### src/inc/srtc_params.svh
// Constants of the sync rotation and transmit mute control block.
// Assumes inclusion by its bare name from the design file.
// Functional notes
// - NCO reset bit, default 1, resets all NCOs after digital reset or rotation.
// - That bit or the sync kick bit resets main and channel NCOs.
// - Two-bit realign action field, reset zero; zero means no link or datapath action.
// - Action bit 0: rotation drops links, resets and realigns serial-link clocks.
// - Action bit 1: datapath ramps off and back on around the rotation.
// - Action value 11 performs both clock reset and datapath soft off/on.
// - DAC1 mute enable bit 5: pin 1 low zeroes DAC1 output at once.
// - DAC0 mute enable bit 4 gates pin 0 muting; cleared means normal output.
// - Cleared mute enable passes output normally; both enables reset to zero.
// - One-shot mode rotates once on next reference edge, then returns to monitor.
`ifndef SRTC_PARAMS_SVH
`define SRTC_PARAMS_SVH
`define SRTC_TX_MUTE_ADDR      8'h3f
`define SRTC_REALIGN_ADDR      8'h3b
`define SRTC_NCO_SYNC_ADDR     8'he7
`define SRTC_MUTE1_BIT         5
`define SRTC_MUTE0_BIT         4
`define SRTC_NCORST_BIT        4
`define SRTC_ONESHOT_BIT       3
`define SRTC_DONE_BIT          2
`define SRTC_KICK_BIT          0
`define SRTC_NCORST_RST        1'b1
`define SRTC_ACTION_RST        2'h0
`define SRTC_MUTE_RST          1'b0
`define SRTC_RAMP_CYCLES       16
`define SRTC_LINK_RST_CYCLES   4
`endif

### src/inc/srtc_pkg.sv
// Types of the sync rotation and transmit mute control block.
// Assumes nothing beyond the compile order.
package srtc_pkg;
	typedef enum logic [2:0] {
		SRTC_IDLE,
		SRTC_RAMP_DOWN,
		SRTC_ROTATE,
		SRTC_RAMP_UP
	} srtc_state_t;
endpackage

### src/rtl/srtc_ctrl.sv
// Sync rotation action control and transmit-enable pin muting.
// Assumes register port and pins synchronous to ref_clk; rotation occurs on a reference edge.
//
// Implementation choice: the strobed register port.
`timescale 1ns/1ps
`include "srtc_params.svh"
module srtc_ctrl #(
	parameter int RAMP_CYCLES = `SRTC_RAMP_CYCLES,
	parameter int GAIN_W      = 8
) (
	input  wire logic              ref_clk,
	input  wire logic              rstn,
	input  wire logic              clk_en,
	input  wire logic [8:0]        reg_addr,
	input  wire logic [7:0]        reg_wdata,
	input  wire logic              reg_wr,
	input  wire logic              reg_rd,
	output logic      [7:0]        reg_rdata,
	input  wire logic              sysref_edge,
	input  wire logic              digital_reset,
	input  wire logic              tx_enable_pin_0,
	input  wire logic              tx_enable_pin_1,
	output logic                   nco_reset,
	output logic                   link_clk_reset,
	output logic                   rotate_pulse,
	output logic [GAIN_W-1:0]      datapath_gain,
	output logic                   dac0_mute,
	output logic                   dac1_mute
);
	localparam logic [GAIN_W-1:0] GAIN_FULL = {GAIN_W{1'b1}};
	localparam int CW = $clog2(RAMP_CYCLES + 1);

	logic                      nco_reset_on_realign_en_reg, nco_reset_on_realign_en_next;
	logic [1:0]                action_reg, action_next;
	logic                      single_shot_realign_en_reg, single_shot_realign_en_next;
	logic                      dac0_pin_mute_en_reg, dac0_pin_mute_en_next;
	logic                      dac1_pin_mute_en_reg, dac1_pin_mute_en_next;
	logic                      nco_sync_kick_reg, nco_sync_kick_next;
	logic                      done_reg, done_next;
	logic [7:0]                rdata_reg, rdata_next;
	srtc_pkg::srtc_state_t     state_reg, state_next;
	logic [CW-1:0]             cnt_reg, cnt_next;
	logic [GAIN_W-1:0]         gain_reg, gain_next;
	logic                      nco_rst_reg, nco_rst_next;
	logic                      link_rst_reg, link_rst_next;
	logic                      rot_reg, rot_next;
	logic                      mute0_reg, mute0_next;
	logic                      mute1_reg, mute1_next;
	logic                      rotate_now;

	// Rotation happens on a reference edge while one-shot is armed and the sequencer is idle
	assign rotate_now = sysref_edge && single_shot_realign_en_reg && state_reg == srtc_pkg::SRTC_IDLE;

	always_comb begin
		nco_reset_on_realign_en_next = nco_reset_on_realign_en_reg;
		action_next                  = action_reg;
		single_shot_realign_en_next  = single_shot_realign_en_reg;
		dac0_pin_mute_en_next        = dac0_pin_mute_en_reg;
		dac1_pin_mute_en_next        = dac1_pin_mute_en_reg;
		nco_sync_kick_next           = 1'b0;
		done_next                    = done_reg;
		rdata_next                   = 8'h00;
		if (reg_wr) begin
			case (reg_addr)
				{1'b0, `SRTC_REALIGN_ADDR}: begin
					nco_reset_on_realign_en_next = reg_wdata[`SRTC_NCORST_BIT];
					single_shot_realign_en_next  = reg_wdata[`SRTC_ONESHOT_BIT];
					action_next                  = reg_wdata[1:0];
				end
				{1'b0, `SRTC_TX_MUTE_ADDR}: begin
					dac1_pin_mute_en_next = reg_wdata[`SRTC_MUTE1_BIT];
					dac0_pin_mute_en_next = reg_wdata[`SRTC_MUTE0_BIT];
				end
				{1'b1, `SRTC_NCO_SYNC_ADDR}: begin
					nco_sync_kick_next = reg_wdata[`SRTC_KICK_BIT];
				end
				default: begin
				end
			endcase
		end
		// One-shot disarms into monitor mode when its rotation starts; clear wins
		if (rotate_now) begin
			single_shot_realign_en_next = 1'b0;
			done_next                   = 1'b0;
		end else if (state_reg != srtc_pkg::SRTC_IDLE && state_next == srtc_pkg::SRTC_IDLE) begin
			done_next = 1'b1;
		end
		if (reg_rd) begin
			case (reg_addr)
				{1'b0, `SRTC_REALIGN_ADDR}: begin
					rdata_next = {3'h0, nco_reset_on_realign_en_reg, single_shot_realign_en_reg,
						done_reg, action_reg};
				end
				{1'b0, `SRTC_TX_MUTE_ADDR}: begin
					rdata_next = {2'h0, dac1_pin_mute_en_reg, dac0_pin_mute_en_reg, 4'h0};
				end
				default: begin
					rdata_next = 8'h00;
				end
			endcase
		end
	end

	always_comb begin
		state_next    = state_reg;
		cnt_next      = cnt_reg;
		gain_next     = gain_reg;
		rot_next      = 1'b0;
		link_rst_next = 1'b0;
		nco_rst_next  = digital_reset && nco_reset_on_realign_en_reg;
		if (nco_sync_kick_reg) begin
			nco_rst_next = 1'b1;
		end
		case (state_reg)
			srtc_pkg::SRTC_IDLE: begin
				gain_next = GAIN_FULL;
				if (rotate_now) begin
					if (action_reg[1]) begin
						state_next = srtc_pkg::SRTC_RAMP_DOWN;
						cnt_next   = CW'(RAMP_CYCLES);
					end else begin
						state_next = srtc_pkg::SRTC_ROTATE;
					end
				end
			end
			srtc_pkg::SRTC_RAMP_DOWN: begin
				// Linear ramp to zero
				gain_next = GAIN_W'((32'(GAIN_FULL) * (32'(cnt_reg) - 1)) / RAMP_CYCLES);
				cnt_next  = cnt_reg - 1'b1;
				if (cnt_reg == CW'(1)) begin
					state_next = srtc_pkg::SRTC_ROTATE;
				end
			end
			srtc_pkg::SRTC_ROTATE: begin
				rot_next      = 1'b1;
				link_rst_next = action_reg[0];
				nco_rst_next  = nco_reset_on_realign_en_reg || nco_sync_kick_reg;
				if (action_reg[1]) begin
					state_next = srtc_pkg::SRTC_RAMP_UP;
					cnt_next   = CW'(RAMP_CYCLES);
				end else begin
					state_next = srtc_pkg::SRTC_IDLE;
				end
			end
			srtc_pkg::SRTC_RAMP_UP: begin
				gain_next = GAIN_W'((32'(GAIN_FULL) * (RAMP_CYCLES - 32'(cnt_reg) + 1)) / RAMP_CYCLES);
				cnt_next  = cnt_reg - 1'b1;
				if (cnt_reg == CW'(1)) begin
					state_next = srtc_pkg::SRTC_IDLE;
				end
			end
			default: begin
				state_next = srtc_pkg::SRTC_IDLE;
			end
		endcase
		// Immediate pin mute, per DAC
		mute0_next = dac0_pin_mute_en_reg && !tx_enable_pin_0;
		mute1_next = dac1_pin_mute_en_reg && !tx_enable_pin_1;
	end

	// Register bank
	always_ff @(posedge ref_clk) begin
		if (!rstn) begin
			nco_reset_on_realign_en_reg <= `SRTC_NCORST_RST;
			action_reg                  <= `SRTC_ACTION_RST;
			single_shot_realign_en_reg  <= 1'b0;
			dac0_pin_mute_en_reg        <= `SRTC_MUTE_RST;
			dac1_pin_mute_en_reg        <= `SRTC_MUTE_RST;
			nco_sync_kick_reg           <= 1'b0;
			done_reg                    <= 1'b1;
			rdata_reg                   <= 8'h00;
		end else if (clk_en) begin
			nco_reset_on_realign_en_reg <= nco_reset_on_realign_en_next;
			action_reg                  <= action_next;
			single_shot_realign_en_reg  <= single_shot_realign_en_next;
			dac0_pin_mute_en_reg        <= dac0_pin_mute_en_next;
			dac1_pin_mute_en_reg        <= dac1_pin_mute_en_next;
			nco_sync_kick_reg           <= nco_sync_kick_next;
			done_reg                    <= done_next;
			rdata_reg                   <= rdata_next;
		end
	end

	// Rotation sequencer and pin mute
	always_ff @(posedge ref_clk) begin
		if (!rstn) begin
			state_reg                   <= srtc_pkg::SRTC_IDLE;
			cnt_reg                     <= '0;
			gain_reg                    <= GAIN_FULL;
			nco_rst_reg                 <= 1'b0;
			link_rst_reg                <= 1'b0;
			rot_reg                     <= 1'b0;
			mute0_reg                   <= 1'b0;
			mute1_reg                   <= 1'b0;
		end else if (clk_en) begin
			state_reg                   <= state_next;
			cnt_reg                     <= cnt_next;
			gain_reg                    <= gain_next;
			nco_rst_reg                 <= nco_rst_next;
			link_rst_reg                <= link_rst_next;
			rot_reg                     <= rot_next;
			mute0_reg                   <= mute0_next;
			mute1_reg                   <= mute1_next;
		end
	end

	assign reg_rdata      = rdata_reg;
	assign nco_reset      = nco_rst_reg;
	assign link_clk_reset = link_rst_reg;
	assign rotate_pulse   = rot_reg;
	assign datapath_gain  = gain_reg;
	assign dac0_mute      = mute0_reg;
	assign dac1_mute      = mute1_reg;
endmodule

### config.mk
export PLATFORM = sky130hd
export DESIGN_NAME = srtc_ctrl
export DESIGN_NICKNAME = d
export VERILOG_FILES = /design/src/inc/srtc_pkg.sv /design/src/rtl/srtc_ctrl.sv
export VERILOG_INCLUDE_DIRS = /design/src /design/src/inc
export SDC_FILE = /design/constraint.sdc
export NUM_CORES = 1
export LEC_CHECK = 0
export BUFFER_PORTS_ARGS = -buffer_cell sky130_fd_sc_hd__clkbuf_2
export CAP_MARGIN = 10
export CORE_MARGIN = 3
export CORE_UTILIZATION = 59
export CTS_CLUSTER_SIZE = 24
export DETAILED_ROUTE_END_ITERATION = 8
export MAX_ROUTING_LAYER = met4
export PLACE_DENSITY = 0.93
export SETUP_SLACK_MARGIN = 0.2
export SLEW_MARGIN = 10
export SYNTH_ARGS = -nofsm -noshare
export SYNTH_HDL_FRONTEND = slang
export SYNTH_SLANG_ARGS = --single-unit
### constraint.sdc
create_clock -name ref_clk -period 6.2 [get_ports ref_clk]
set_clock_uncertainty 0.15 [all_clocks]
set_input_delay 0.31 -clock ref_clk [delete_from_list [all_inputs] [get_ports ref_clk]]
set_output_delay 0.31 -clock ref_clk [all_outputs]
set_load 0.01 [all_outputs]
==> out/metrics.csv <==
metric;value;unit
status;complete, no violations;
syn_area_per_cell;8.50;µm²
WL per Instance;15.7;µm
clk buf depth;2;
Overflow after GRT;0;
Final Cell Area;3890;µm²
Syn-to-layout area delta;9.38;%
Clock transition at path regs;0.08;ns
kind of critical path;register to register;
I/O pins;47;
Fmax;179;MHz
Worst Tran Pin Value;0.633;ns
flops & latches, synth;35;
initial antenna violation count;0;
share of cells above drive strength 1;12.8;%
r2r startpoint;cnt_reg[2];
main combinational cell family by area after synthesis;adder cells;
# DRC;0;
routed vias/inst;5.88;
slowest stage delay, CP;0.61;ns
simple-gate portion of the synthesized area;18.0;%
setup TNS;0;ns
CTS resizes;0;
die area;7000;µm²
DRT Wirelength;8250;µm
Critical Path Start Type;register;
Critical Path Start;cnt_reg[2];
Final Critical Period;5.59;ns
gr usage total;25.1;%
CTS tree;yes;
final period utilization;90.2;%
complex-gate fraction of the synthesized area;17.0;%
core area;5680;µm²
Num CTS Buffers;5;
worst hold-check path type;primary input to register;
Crit path top cell by count;inv_1;
hold-fix buffers at CTS;0;
post-synthesis instance total;419;
Post-DP HPWL;6290;µm
Seq/Total Area, Yosys;19.7;%
Largest delay share family, worst path;adder cells;
H-tree lvl count;2;
critical path peak fanout;9;
worst r2r dst;datapath_gain[7];
RSZ-0062 raised after global routing;false;
Critical Path Sink;datapath_gain[7];
final hold viol count;0;
GPL Wtd Cong;0.864;
library cells used by synthesis;55;
ANT cells;0;
leak pwr;1.82;nW
vias in the first global route;3148;
pwr dens;124;nW/µm²
CP Depth;19;
adder-cell share of the synthesized area;28.9;%
placed cell areas;3780;µm²
Nets;550;
asr flop ratio synth;0;%
YS warnings;0;
Worst Path Required;6.26;ns
Max-Cap Viols;0;
CTS root buffer;clkbuf_8;
Worst Reg-to-Reg Cells;19;
Initial Util;62.7;%
R2R Setup Slk;0.61;ns
largest net degree at the start of global routing;33;
DIE HEIGHT;83.7;µm
Post-Synth XOR/XNOR Area;6.85;%
PortBufs;41;
first-pass GRT wire length;14100;µm
Bufs and invs on worst path;5;
number of flops mapped to enable cells by yosys;0;
Pwr Total;482;µW
via count;3089;
die width;83.7;µm
Finished Core Util;68.6;%
Rows;27;
post-CTS setup buffers;0;
mux contribution to synthesized area;1.97;%
slowest CP cell;fa_1;
Largest register FFs;8;
Cell Chain, Critical Path;inv_1, ha_1, a21boi_0, xor2_1, inv_1, ha_1, inv_1, ha_1, inv_1, fa_1, fa_1, inv_1, ha_1, a21oi_1, o211ai_1, o41ai_1, xnor2_1, nor2_1, o311ai_2;
Clock Sink Count;35;
CP Capture Type;register;
Slew Limit Fails;0;
ys flop type;dfxtp_1;
post-route ant nets;0;
Iter 0 DRT Violations;179;
slew margin rel.;57.8;%
clk_lat worst skew;0.31;ns
worst endpoint data arrival time;5.65;ns
DR pass1 iterations;5;
final setup fails;0;
Post-Syn Area;3560;µm²
Peak VDD IR;0.000163;V
power by group:
group | internal (mW) | total (mW) | switching, mW
Clock | 0.120 | 0.215 | 0.0951
Sequential | 0.229 | 0.232 | 0.00293
Combinational | 0.0151 | 0.0352 | 0.0200
layout by cell type, fill, tap and decap left out, types with 7 or more instances in the layout:
cell and n:
dfxtp_1 35, o211ai_1 7, ha_1 55, xnor2_1 18, nand2_1 25, nor2b_1 17
mux2i_1 7, inv_1 48, xor2_1 8, nand2b_1 11, clkbuf_2 41, nand3_1 9
a21oi_1 19, fa_1 17, o22ai_1 11, o21ai_0 11, nor2_1 29
synth_stat cells (all sizes together) (9+ instances only):
cell type / number / area share, %
nand3: 9 / 1.3
xnor2: 19 / 4.9
o22ai: 11 / 1.9
nor2b: 17 / 3.0
ha: 55 / 19
nand2b: 11 / 1.9
a21oi: 21 / 3.2
o21ai: 13 / 1.8
fa: 17 / 9.6
dfxtp: 35 / 20
clkbuf: 11 / 1.2
nand2: 26 / 3.0
nor2: 29 / 3.1
inv: 49 / 5.2
stage by stage:
step,hold slack [ns],std cells,setup slack [ns]
4_1_cts,0.0776,525,0.655
3_5_place_dp,0.305,517,0.775
2_1_floorplan,0.287,420,1.17
5_1_grt,0.104,525,0.288
6_report,0.0837,525,0.607
3_3_place_gp,0.301,517,0.952
area by class of cell:
| cell class | count | area [µm²] |
|---|---|---|
| Inverter | 49 | 184 |
| Tap cell | 72 | 90.1 |
| Fill cell | 449 | 1780 |
| Clock buffer | 5 | 68.8 |
| Multi-Input combinational cell | 319 | 2590 |
| Sequential cell | 35 | 701 |
| Clock inverter | 3 | 43.8 |
| Timing Repair Buffer | 42 | 213 |
cell families (layout without fill, tap and decap cells):
logic type	count (synthesis)	in the layout
buffers and inverters	66	99
multiplexers	7	7
AO/OA/AOI/OAI	89	89
other	1	2
AND/OR/NAND/NOR	122	122
adder cells (fa/ha/maj)	72	72
XOR/XNOR	27	27
flip-flops	35	35
worst register-to-register path, stage by stage, from the launching register on:
cell and delay [ns]:
dfxtp_1 0.57, inv_1 0.18, ha_1 0.25, a21boi_0 0.39, xor2_1 0.30, inv_1 0.14, ha_1 0.21, inv_1 0.13
ha_1 0.25, inv_1 0.12, fa_1 0.47, fa_1 0.61, inv_1 0.06, ha_1 0.29, a21oi_1 0.23, o211ai_1 0.18
o41ai_1 0.45, xnor2_1 0.19, nor2_1 0.07, o311ai_2 0.26
per-layer routing:
metal	global-route usage, %	wire, µm
met3	4.24	323
met1	27.2	3370
met2	45.2	4310
met4	10.5	251
met5	-	0
worst min-delay path by stage:
stage	start	endpoint	slack (ns)	depth (start not counted)
3_3_place_gp	done_reg	reg_rdata[2]	0.30	1
5_1_grt	reg_wdata[4]	nco_reset_on_realign_en_reg	0.10	3
3_5_place_dp	done_reg	reg_rdata[2]	0.30	1
4_1_cts	reg_wdata[3]	single_shot_realign_en_reg	0.08	3
2_1_floorplan	done_reg	reg_rdata[2]	0.29	1
6_report	reg_wdata[3]	single_shot_realign_en_reg	0.08	3
Power figures use the tool's default switching activity.
